`src/verilog/lbx_shifter.sv`:
```
/*
 * Shared constants for the logic-and-branch execution unit, plus the barrel
 * shifter that forms the second operand.
 * Assumes a single synchronous clock domain; the shifter is purely combinational.
 */

`timescale 1ns/10ps

package lbx_pkg;

    // Instruction fields
    localparam int COND_MSB      = 31;
    localparam int COND_LSB      = 28;
    localparam int IMM_BIT       = 25;
    localparam int LINK_BIT      = 24;
    localparam int SETS_BIT      = 20;
    localparam int REG_SHIFT_BIT = 4;

    // Data-processing opcodes handled here
    localparam logic [3:0] OPC_AND = 4'h0;
    localparam logic [3:0] OPC_TEQ = 4'h9;
    localparam logic [3:0] OPC_ORR = 4'hc;
    localparam logic [3:0] OPC_MOV = 4'hd;
    localparam logic [3:0] OPC_BIC = 4'he;

    // Condition codes
    localparam logic [3:0] COND_AL = 4'he;
    localparam logic [3:0] COND_NV = 4'hf;

    // Register indices and host-port map
    localparam logic [3:0] LINK_IDX    = 4'he;
    localparam logic [3:0] PC_IDX      = 4'hf;
    localparam logic [4:0] STATUS_ADDR = 5'h10;

    // Flag positions inside the 4-bit status nibble {n,z,c,v}
    localparam int FLAG_N = 3;
    localparam int FLAG_Z = 2;
    localparam int FLAG_C = 1;
    localparam int FLAG_V = 0;

    // Program counter layout: status in the top nibble, address below
    localparam int          PC_W       = 28;
    localparam logic [27:0] PC_AHEAD   = 28'h0000008;
    localparam logic [27:0] PC_STEP    = 28'h0000004;
    localparam logic [3:0]  FLAGS_RST  = 4'h0;
    localparam logic [31:0] REG_RST    = 32'h00000000;

    typedef enum logic [1:0] {
        LBX_SHL = 2'b00,
        LBX_SHR = 2'b01,
        LBX_ASR = 2'b10,
        LBX_ROR = 2'b11
    } lbx_shift_t;

endpackage : lbx_pkg

module lbx_shifter
    import lbx_pkg::*;
(
    // Operand and control
    input  wire logic [31:0] value,
    input  wire logic [7:0]  amount,
    input  wire logic [1:0]  kind,
    input  wire logic        rotate_through_carry,
    input  wire logic        carry_in,
    // Result
    output logic      [31:0] result,
    output logic             carry_out
);

    logic        big;
    logic [5:0]  amt6;
    logic [4:0]  rot;
    logic [63:0] shl_w;
    logic [63:0] shr_w;
    logic [63:0] asr_w;
    logic [31:0] ror_v;

    // Shift counts of 64 and above saturate, rotates use only the low 5 bits; the wide forms give carry for free
    assign big   = |amount[7:6];
    assign amt6  = big ? 6'h3f : amount[5:0];
    assign rot   = amount[4:0];
    assign shl_w = {32'h0, value} << amt6;
    assign shr_w = {value, 32'h0} >> amt6;
    assign asr_w = 64'($signed({value, 32'h0}) >>> amt6);
    assign ror_v = (value >> rot) | (value << (6'd32 - {1'b0, rot}));

    always_comb
    begin
        result    = value;
        carry_out = carry_in;
        if (rotate_through_carry)
        begin
            result    = {carry_in, value[31:1]};
            carry_out = value[0];
        end
        else if (amount != 8'h00)
        begin
            unique case (kind)
                LBX_SHL:
                begin
                    result    = big ? 32'h0 : shl_w[31:0];
                    carry_out = big ? 1'b0 : shl_w[32];
                end
                LBX_SHR:
                begin
                    result    = big ? 32'h0 : shr_w[63:32];
                    carry_out = big ? 1'b0 : shr_w[31];
                end
                LBX_ASR:
                begin
                    result    = asr_w[63:32];
                    carry_out = asr_w[31];
                end
                LBX_ROR:
                begin
                    result    = ror_v;
                    carry_out = ror_v[31];
                end
            endcase
        end
    end

endmodule : lbx_shifter
```
`src/verilog/lbx_exec.sv`:
```
/*
 * Execution unit for AND, bit clear, OR, move, status test-write, branch
 * and branch-with-link, with its own register file and program counter.
 * Assumes instructions arrive one per cycle on instr_valid from logic on the
 * same clock, in program order from fetch_addr, and that the host port is
 * driven synchronously to ref_clk.
 */

`timescale 1ns/10ps

module lbx_exec
    import lbx_pkg::*;
#(
    parameter logic [27:0] RESET_PC = 28'h0000000
)
(
    // Clock and reset
    input  wire logic        ref_clk,
    input  wire logic        reset_n,
    // Instruction issue
    input  wire logic        instr_valid,
    input  wire logic [31:0] instr_word,
    // Host register port
    input  wire logic [4:0]  reg_addr,
    input  wire logic [31:0] reg_wdata,
    input  wire logic        reg_wr,
    input  wire logic        reg_rd,
    output logic      [31:0] reg_rdata,
    // Execution state
    output logic      [31:0] fetch_addr,
    output logic      [3:0]  flags,
    output logic             exec_done,
    output logic             redirect
);

    // The first word must be fetchable; refused while elaborating
    if (RESET_PC[1:0] != 2'b00)
    begin : g_bad_reset_pc
        $error("RESET_PC must be word aligned");
    end

    logic [31:0] regs [0:14];
    logic [27:0] pc;

    // Field decode
    wire [3:0] cond      = instr_word[COND_MSB:COND_LSB];
    wire [3:0] opc       = instr_word[24:21];
    wire       imm_op    = instr_word[IMM_BIT];
    wire       set_s     = instr_word[SETS_BIT];
    wire [3:0] rn_idx    = instr_word[19:16];
    wire [3:0] rd_idx    = instr_word[15:12];
    wire [3:0] rm_idx    = instr_word[3:0];
    wire [3:0] rs_idx    = instr_word[11:8];
    wire       reg_count = instr_word[REG_SHIFT_BIT];
    wire [4:0] imm_count = instr_word[11:7];
    wire [1:0] sh_kind   = instr_word[6:5];

    // PC as an executing instruction sees it, status nibble on top
    wire [27:0] pc_ahead = pc + PC_AHEAD;
    wire [31:0] pc_image = {flags, pc_ahead};
    wire [27:0] pc_next  = pc + PC_STEP;

    // Register reads; index 15 gives the status-carrying PC image
    wire [31:0] rn_val = (rn_idx == PC_IDX) ? pc_image : regs[rn_idx];
    wire [31:0] rm_val = (rm_idx == PC_IDX) ? pc_image : regs[rm_idx];
    wire [31:0] rs_val = (rs_idx == PC_IDX) ? pc_image : regs[rs_idx];

    // Condition evaluation
    logic cond_pass;
    always_comb
    begin
        unique case (cond)
            4'h0: cond_pass = flags[FLAG_Z];
            4'h1: cond_pass = !flags[FLAG_Z];
            4'h2: cond_pass = flags[FLAG_C];
            4'h3: cond_pass = !flags[FLAG_C];
            4'h4: cond_pass = flags[FLAG_N];
            4'h5: cond_pass = !flags[FLAG_N];
            4'h6: cond_pass = flags[FLAG_V];
            4'h7: cond_pass = !flags[FLAG_V];
            4'h8: cond_pass = flags[FLAG_C] && !flags[FLAG_Z];
            4'h9: cond_pass = !flags[FLAG_C] || flags[FLAG_Z];
            4'ha: cond_pass = flags[FLAG_N] == flags[FLAG_V];
            4'hb: cond_pass = flags[FLAG_N] != flags[FLAG_V];
            4'hc: cond_pass = !flags[FLAG_Z] && (flags[FLAG_N] == flags[FLAG_V]);
            4'hd: cond_pass = flags[FLAG_Z] || (flags[FLAG_N] != flags[FLAG_V]);
            COND_AL: cond_pass = 1'b1;
            COND_NV: cond_pass = 1'b0;
        endcase
    end

    // Class decode; multiply-space patterns are left alone
    wire is_dp   = (instr_word[27:26] == 2'b00) &&
                   !(!imm_op && instr_word[7] && instr_word[4]);
    wire is_br   = (instr_word[27:25] == 3'b101);
    wire run     = instr_valid && cond_pass;
    wire dp_run  = run && is_dp;
    wire br_run  = run && is_br;
    wire op_and  = (opc == OPC_AND);
    wire op_bic  = (opc == OPC_BIC);
    wire op_orr  = (opc == OPC_ORR);
    wire op_mov  = (opc == OPC_MOV);
    wire op_teq  = (opc == OPC_TEQ) && set_s;
    wire to_pc   = (rd_idx == PC_IDX);
    wire writes  = op_and || op_bic || op_orr || op_mov;
    wire teq_psr = op_teq && to_pc;

    // Immediate operand: 8 bits rotated right by twice the 4-bit field
    logic [31:0] imm_val;
    logic        imm_c;
    lbx_shifter u_imm_rot (
        .value     ({24'h0, instr_word[7:0]}),
        .amount    ({3'h0, rs_idx, 1'b0}),
        .kind      (LBX_ROR),
        .rotate_through_carry       (1'b0),
        .carry_in  (flags[FLAG_C]),
        .result    (imm_val),
        .carry_out (imm_c)
    );

    // Register operand; an immediate count of zero encodes 32 for right shifts or carry rotate for ROR
    wire       imm_zero = (imm_count == 5'h00);
    wire       sh_rrx   = !reg_count && imm_zero && (sh_kind == LBX_ROR);
    wire       sh_32    = !reg_count && imm_zero && sh_kind[0] ^ sh_kind[1];
    wire [7:0] sh_amt   = reg_count ? rs_val[7:0] :
                          sh_32 ? 8'h20 : {3'h0, imm_count};
    logic [31:0] sh_val;
    logic        sh_c;
    lbx_shifter u_reg_shift (
        .value     (rm_val),
        .amount    (sh_amt),
        .kind      (sh_kind),
        .rotate_through_carry       (sh_rrx),
        .carry_in  (flags[FLAG_C]),
        .result    (sh_val),
        .carry_out (sh_c)
    );

    wire [31:0] op2_val = imm_op ? imm_val : sh_val;
    wire        op2_c   = imm_op ? imm_c : sh_c;

    // Logic unit; no bit position feeds another
    wire [31:0] alu_result = op_and ? (rn_val & op2_val) :
                             op_bic ? (rn_val & ~op2_val) :
                             op_orr ? (rn_val | op2_val) :
                             op_mov ? op2_val : (rn_val ^ op2_val);
    // Mask operations take carry from both sign bits, others from the shifter
    wire        alu_c   = (op_and || op_bic) ?
                          (rn_val[31] & op2_val[31]) : op2_c;
    wire [3:0]  lg_flags = {alu_result[31], (alu_result == 32'h0), alu_c,
                            flags[FLAG_V]};

    // Branch target: word offset, sign-extended, added to the read-ahead PC
    wire [27:0] br_off    = {{2{instr_word[23]}}, instr_word[23:0], 2'b00};
    wire [27:0] br_target = pc_ahead + br_off;
    wire [27:0] jmp_addr  = {alu_result[27:2], 2'b00};

    // Next PC, flags and redirect
    wire dp_pc   = dp_run && writes && to_pc;
    wire [27:0] next_pc = br_run ? br_target : dp_pc ? jmp_addr : pc_next;
    logic [3:0] next_flags;
    always_comb
    begin
        next_flags = flags;
        if (dp_run && teq_psr)
            next_flags = alu_result[31:28];
        else if (dp_run && op_teq)
            next_flags = lg_flags;
        else if (dp_run && op_mov && to_pc && set_s)
            next_flags = alu_result[31:28];
        else if (dp_run && writes && !to_pc && set_s)
            next_flags = lg_flags;
        // Other logic writes to the PC leave status alone; branches never change it
    end

    // Host writes to the PC image or status override what the instruction did.
    // Without a host PC write the PC only moves on an issued instruction, so fetch_addr never drifts
    // ahead of the word that the fetch side is about to hand over.
    wire        host_pc          = reg_wr && (reg_addr == {1'b0, PC_IDX});
    wire        host_st          = reg_wr && (reg_addr == STATUS_ADDR);
    wire [27:0] next_pc_state    = host_pc ? {reg_wdata[27:2], 2'b00} :
                                   instr_valid ? next_pc : pc;
    wire [3:0]  next_flags_state = host_pc ? reg_wdata[31:28] :
                                   host_st ? reg_wdata[3:0] :
                                   instr_valid ? next_flags : flags;

    // Program counter and status; fetch_addr mirrors the same next value
    always_ff @(posedge ref_clk or negedge reset_n)
    begin
        if (!reset_n)
        begin
            pc    <= RESET_PC;
            flags <= FLAGS_RST;
        end
        else
        begin
            pc    <= next_pc_state;
            flags <= next_flags_state;
        end
    end

    // Register file; a host write in the same cycle lands after the instruction
    always_ff @(posedge ref_clk or negedge reset_n)
    begin
        if (!reset_n)
        begin
            for (int i = 0; i < 15; i++)
                regs[i] <= REG_RST;
        end
        else
        begin
            if (br_run && instr_word[LINK_BIT])
                regs[LINK_IDX] <= {flags, pc_next};
            else if (dp_run && writes && !to_pc)
                regs[rd_idx] <= alu_result;
            if (reg_wr && !reg_addr[4] && reg_addr[3:0] != PC_IDX)
                regs[reg_addr[3:0]] <= reg_wdata;
        end
    end

    // Host read data, valid only in the cycle after the strobe
    wire [31:0] host_view = (reg_addr == STATUS_ADDR) ? {28'h0, flags} :
                            reg_addr[4] ? 32'h0 :
                            (reg_addr[3:0] == PC_IDX) ? {flags, pc} :
                            regs[reg_addr[3:0]];

    always_ff @(posedge ref_clk or negedge reset_n)
    begin
        if (!reset_n)
        begin
            reg_rdata  <= 32'h0;
            fetch_addr <= {4'h0, RESET_PC};
            exec_done  <= 1'b0;
            redirect   <= 1'b0;
        end
        else
        begin
            reg_rdata  <= reg_rd ? host_view : 32'h0;
            fetch_addr <= {4'h0, next_pc_state};
            exec_done  <= instr_valid;
            redirect   <= br_run || dp_pc;
        end
    end

    wire quiet = !reg_wr;
endmodule : lbx_exec

```
`config.mk`:
```
export PLATFORM = sky130hd
export DESIGN_NAME = lbx_exec
export DESIGN_NICKNAME = d
export VERILOG_FILES = /design/src/verilog/lbx_shifter.sv /design/src/verilog/lbx_exec.sv
export SDC_FILE = /design/constraint.sdc
export NUM_CORES = 2
export LEC_CHECK = 0
export BUFFER_PORTS_ARGS = -buffer_cell sky130_fd_sc_hd__buf_4
export CORE_ASPECT_RATIO = 1.75
export CORE_UTILIZATION = 65
export DETAILED_ROUTE_END_ITERATION = 8
export GPL_TIMING_DRIVEN = 0
export PLACE_DENSITY = 0.84
export SLEW_MARGIN = 40
export SYNTH_ARGS = -nofsm -noshare
export SYNTH_HDL_FRONTEND = slang
export SYNTH_HIERARCHICAL = 1
export SYNTH_SLANG_ARGS = --single-unit
export TNS_END_PERCENT = 20
```
`constraint.sdc`:
```
create_clock -name ref_clk -period 8.2 [get_ports ref_clk]
set_clock_uncertainty 0.2 [all_clocks]
set_input_delay 1.23 -clock ref_clk [delete_from_list [all_inputs] [get_ports ref_clk]]
set_output_delay 1.23 -clock ref_clk [all_outputs]
set_load 0.02 [all_outputs]
```
==> impl_metrics.env, run 1 <==
export IMPL_ios=144
export IMPL_synth_fa_ha_area_frac=0.02502
export IMPL_synth_edf_count=0
export IMPL_clock_path_buffers=3
export IMPL_gr_total_overflow=6204
export IMPL_synth_xor_area_frac=0.01071
export IMPL_cts_root_buffer="clkbuf_16"
export IMPL_synth_main_ff_cell="dfrtp_1"
export IMPL_ys_types=100
export IMPL_synth_commonest_cells="1019 x nand2_1, 859 x o21ai_0, 712 x mux2i_1"
export IMPL_synth_top_area_share=0.2133
export IMPL_dp_hpwl_um=291300
export IMPL_grt_max_degree=79
export IMPL_yosysTopAreaCell="dfrtp_1"
export IMPL_die_h_um=416.5
export IMPL_outcome="aborted with a tool error"
export IMPL_initial_core_util=0.6571
export IMPL_error="[ERROR GRT-0116] Global routing finished with congestion. Check the congestion regions in the DRC Viewer."
export IMPL_yosysMostFrequentCell="nand2_1"
export IMPL_grt_pass1_vias=86645
export IMPL_cts_buffers=46
export IMPL_synth_seq_cells=544
export IMPL_netlist_area_um2=63810
export IMPL_seq_area_frac_synth=0.2133
export IMPL_holdBufCountCts=0
export IMPL_place_port_buffers=110
export IMPL_fp_dieW_um=238.9
export IMPL_rows=151
export IMPL_synth_compound_area_share=0.2211
export IMPL_grt_pass1_wl_um=684200
export IMPL_netlist_instances=7344
export IMPL_clock_sinks=544
export IMPL_synth_top_family_by_area="multiplexers"
export IMPL_cts_max_level=2
export IMPL_post_place_ws_ns=-3.072
export IMPL_dp_cells=8894
export IMPL_ys_async_sr_fraction=1.000
export IMPL_synth_area_leaders="dfrtp_1 21%, mux4_2 19%, mux2i_1 11%, o21ai_0 6.7%, nand2_1 6.0%"
export IMPL_yosys_area_share_simple=0.1409
export IMPL_haltStage="global routing"
export IMPL_ys_warn_count=6
export IMPL_grt_total_usage=0.9444
export IMPL_syn_area_per_cell_um2=8.689
export IMPL_place_congestion=1.686
export IMPL_synth_mux_area_frac=0.3215
[cells by family after synthesis]
kind of cell	count (synthesis)
AOI/OAI and AO/OA	2231
other	2
buffers and inverters	1008
adders and majority gates	127
xor gates and xnor gates	78
and+or+nand+nor	1981
muxes	1373
DFF	544
[timing repair]
action | in CTS
gates resized for setup | 158
setup buffers | 6
endpoints found under the setup margin | 510
pin swaps | 8
[metrics by stage]
step           TNS [ns]  cell area, um2
4_1_cts         -0.1354           69690
2_1_floorplan         0           64270
3_3_place_gp   -1471.70           66730
3_5_place_dp   -1017.47           67510
[layer usage]
| layer | GRT overflow | track usage |
|---|---|---|
| met1 | 197 | 0.8555 |
| met5 | 35 | 0.6388 |
| met3 | 273 | 0.7946 |
| met2 | 4126 | 1.150 |
| met4 | 1573 | 1.021 |
==> run 2: changes to the inputs <==
--- a/config.mk
+++ b/config.mk
@@ -6,11 +6,10 @@
 export NUM_CORES = 2
 export LEC_CHECK = 0
 export BUFFER_PORTS_ARGS = -buffer_cell sky130_fd_sc_hd__buf_4
-export CORE_ASPECT_RATIO = 1.75
-export CORE_UTILIZATION = 65
+export CORE_UTILIZATION = 40
 export DETAILED_ROUTE_END_ITERATION = 8
 export GPL_TIMING_DRIVEN = 0
-export PLACE_DENSITY = 0.84
+export PLACE_DENSITY_LB_ADDON = 0.15
 export SLEW_MARGIN = 40
 export SYNTH_ARGS = -nofsm -noshare
 export SYNTH_HDL_FRONTEND = slang
==> run 2 against run 1 <==
Against the previous run:
- the flow now finishes, with violations (design-rule violations, negative setup slack)
- area after synthesis is the same
- synthesized cell count is the same
==> impl_metrics.env, run 2 <==
export IMPL_peakVddDrop_v=0.0002044
export IMPL_place_port_buffers=110
export IMPL_ff2ff_setup_slack_ns=-0.22
export IMPL_synth_edf_count=0
export IMPL_coreArea_um2=158400
export IMPL_rsz0062_at_grt="yes"
export IMPL_period_share=1.050
export IMPL_hold_class="input pin to asynchronous set/reset pin"
export IMPL_netlist_area_um2=63810
export IMPL_drtIter0Drc=13597
export IMPL_grtUsageMet1=0.6283
export IMPL_tns_ns=-13.88
export IMPL_cpLargestDelayFamily="compound AO/OA/AOI/OAI gates"
export IMPL_cts_tree="done"
export IMPL_grtUsageMet2=0.7672
export IMPL_clock_sinks=544
export IMPL_ios=144
export IMPL_cp_start_kind="input pin"
export IMPL_path_buf_inv=5
export IMPL_maxCapViolations=0
export IMPL_ys_warn_count=6
export IMPL_synth_compound_area_share=0.2211
export IMPL_ys_async_sr_fraction=1.000
export IMPL_power_density_nw_per_um2=243.9
export IMPL_path_max_fanout=12
export IMPL_clkTransAtPathRegs_ns=0.07
export IMPL_fmax_ghz=0.1161
export IMPL_drv_slew=0
export IMPL_nNetsFinal=7921
export IMPL_grt_max_degree=71
export IMPL_post_place_ws_ns=-3.544
export IMPL_wire_per_inst_um=45.96
export IMPL_wirelength_um=453800
export IMPL_yosysTopAreaCell="dfrtp_1"
export IMPL_largest_reg_flops=480
export IMPL_synth_area_leaders="dfrtp_1 21%, mux4_2 19%, mux2i_1 11%, o21ai_0 6.7%, nand2_1 6.0%"
export IMPL_synth_top_family_by_area="multiplexers"
export IMPL_reg_top3="regs (480), reg_rdata (32), fetch_addr (26)"
export IMPL_die_area_um2=161100
export IMPL_cpMaxStageDelayCell="mux4_2"
export IMPL_ys_types=100
export IMPL_dp_hpwl_um=354200
export IMPL_synth_commonest_cells="1019 x nand2_1, 859 x o21ai_0, 712 x mux2i_1"
export IMPL_setup_violations=128
export IMPL_arrival_ns=9.04
export IMPL_initial_core_util=0.4029
export IMPL_seq_area_frac_synth=0.2133
export IMPL_viasPerCell=7.582
export IMPL_ant_nets=0
export IMPL_cts_max_level=2
export IMPL_finalPower_mw=17.90
export IMPL_drc=1
export IMPL_slowest_delay_ns=0.61
export IMPL_post_route_util=0.4633
export IMPL_drt_pass1_iterations=9
export IMPL_synth_seq_cells=544
export IMPL_place_congestion=1.143
export IMPL_synth_top_area_share=0.2133
export IMPL_violations="design-rule violations, negative setup slack"
export IMPL_grt_pass1_vias=69708
export IMPL_path_class="input pin to flop"
export IMPL_clock_latency_ns=0.72
export IMPL_grt_total_usage=0.5469
export IMPL_yosysMostFrequentCell="nand2_1"
export IMPL_worstPathRequired_ns=8.63
export IMPL_layout_area_overhead_vs_synth_pct=14.99
export IMPL_end_kind="flop"
export IMPL_fin_crit_ns=8.611
export IMPL_cts_buffers=60
export IMPL_hold_violations=0
export IMPL_grt_pass1_wl_um=609500
export IMPL_synth_fa_ha_area_frac=0.02502
export IMPL_outcome="finished, violations left"
export IMPL_busiest_layer="met2"
export IMPL_syn_area_per_cell_um2=8.689
export IMPL_final_cell_mix="1013 x nand2_1, 836 x o21ai_0, 689 x mux2i_1"
export IMPL_tightest_slew_ns=1.312
export IMPL_final_common_cell="nand2_1"
export IMPL_antenna_found_initial=41
export IMPL_cts_root_buffer="clkbuf_16"
export IMPL_gr_usage_met3=0.2298
export IMPL_clock_path_buffers=3
export IMPL_largest_register="regs"
export IMPL_netlist_instances=7344
export IMPL_worst_slack_ns=-0.4111
export IMPL_p_leak_nw=28.74
export IMPL_synth_main_ff_cell="dfrtp_1"
export IMPL_crit_path_frequent_cell="buf_4"
export IMPL_gr_total_overflow=0
export IMPL_die_h_um=401.4
export IMPL_synth_mux_area_frac=0.3215
export IMPL_yosys_area_share_simple=0.1409
export IMPL_vias=74873
export IMPL_synth_xor_area_frac=0.01071
export IMPL_rows=146
export IMPL_drive_gt1_frac=0.2248
export IMPL_holdBufCountCts=0
export IMPL_fp_dieW_um=401.4
export IMPL_slew_headroom=0.1005
[run 2: worst paths after layout]
kind / from / endpoint / cells after the start
setup / recovery: instr_word[1] / flags[2]$_DFFE_PN0P_ / 25
hold / removal: reset_n / regs[412]$_DFF_PN0_ / 1
setup reg to reg: fetch_addr[12]$_DFFE_PN0P_ / flags[2]$_DFFE_PN0P_ / 26
hold reg to reg: regs[470]$_DFF_PN0_ / regs[470]$_DFF_PN0_ / 2
max in group asynchronous: reset_n / regs[36]$_DFF_PN0_ / 5
min in group ref_clk: regs[470]$_DFF_PN0_ / regs[470]$_DFF_PN0_ / 2
[run 2: what timing repair did]
| item | in CTS | in global routing |
|---|---|---|
| pin swaps | 12 | 12 |
| gates cloned | 0 | 0 |
| resized for setup | 196 | 167 |
| buffers inserted | 18 | 21 |
| endpoints found under the setup margin | 510 | 351 |
| hold endpoints to repair | 0 | 0 |
[run 2: area by class of cell]
class	instances	area, um2
Clock inverter	31	586.8
Buffer	867	4382
Fill cell	15528	85000
Antenna cell	33	82.58
Timing Repair Buffer	208	2013
Multi-Input combinational cell	5911	47920
Sequential cell	544	13620
Clock buffer	81	1700
Tap cell	2072	2592
Inverter	128	489.2
[run 2: stage by stage]
| stage | hold slack (ns) | area, um2 | instances |
|---|---|---|---|
| CTS | 0.2211 | 72440 | 9818 |
| global placement | 0.3793 | 67690 | 9645 |
| finish | 0.2171 | 73380 | 9875 |
| floorplan | 0.3438 | 64270 | 7463 |
| detailed placement | 0.4004 | 69360 | 9700 |
| global route | 0.2530 | 73310 | 9848 |
[run 2: power by group]
group          total, mW  internal (mW)  leakage [nW]  switching (mW)
registers           4.18           3.28          6.99           0.908
clock network       3.29           1.91          1.12            1.39
logic               10.4           3.52          20.6            6.90
total               17.9           8.70          28.7            9.20
[run 2: cells by family (layout without fill, tap and decap cells)]
kind of cell	count (synthesis)	count (layout)
compound gates	2231	2231
simple gates	1981	1981
flops	544	544
mux	1373	1373
other cells	2	154
fa+ha+maj	127	127
buf+inv	1008	1315
xor+xnor	78	78
[run 2: per-layer routing]
layer  share of wire  vias to the layer above  wire (um)
met5         0.00030                        -        134
li1                -                    28450          -
met4            0.12                       20      53470
met2            0.40                     7508     181700
met1            0.34                    36500     152800
met3            0.14                     2395      65660
[run 2: worst register-to-register path, cell delays in order, from the launching register on]
cell	delay [ns]
dfrtp_1	0.63
clkbuf_2	0.32
nand3_1	0.18
nor2_1	0.28
nand4_1	0.34
nor2_2	0.38
nand2_1	0.11
xnor2_1	0.20
a21o_1	0.23
clkbuf_1	0.37
clkbuf_2	0.45
mux4_2	0.58
mux2i_1	0.31
a21oi_1	0.19
o211ai_1	0.59
o41ai_2	0.29
o31a_1	0.38
mux2i_4	0.36
ha_1	0.21
nor2b_1	0.13
a211oi_1	0.07
a21oi_1	0.27
o22ai_4	0.22
nor4_1	0.25
nand3_1	0.27
or3_1	0.42
a31oi_1	0.13
Note: power is estimated with default switching activity, not from simulation.
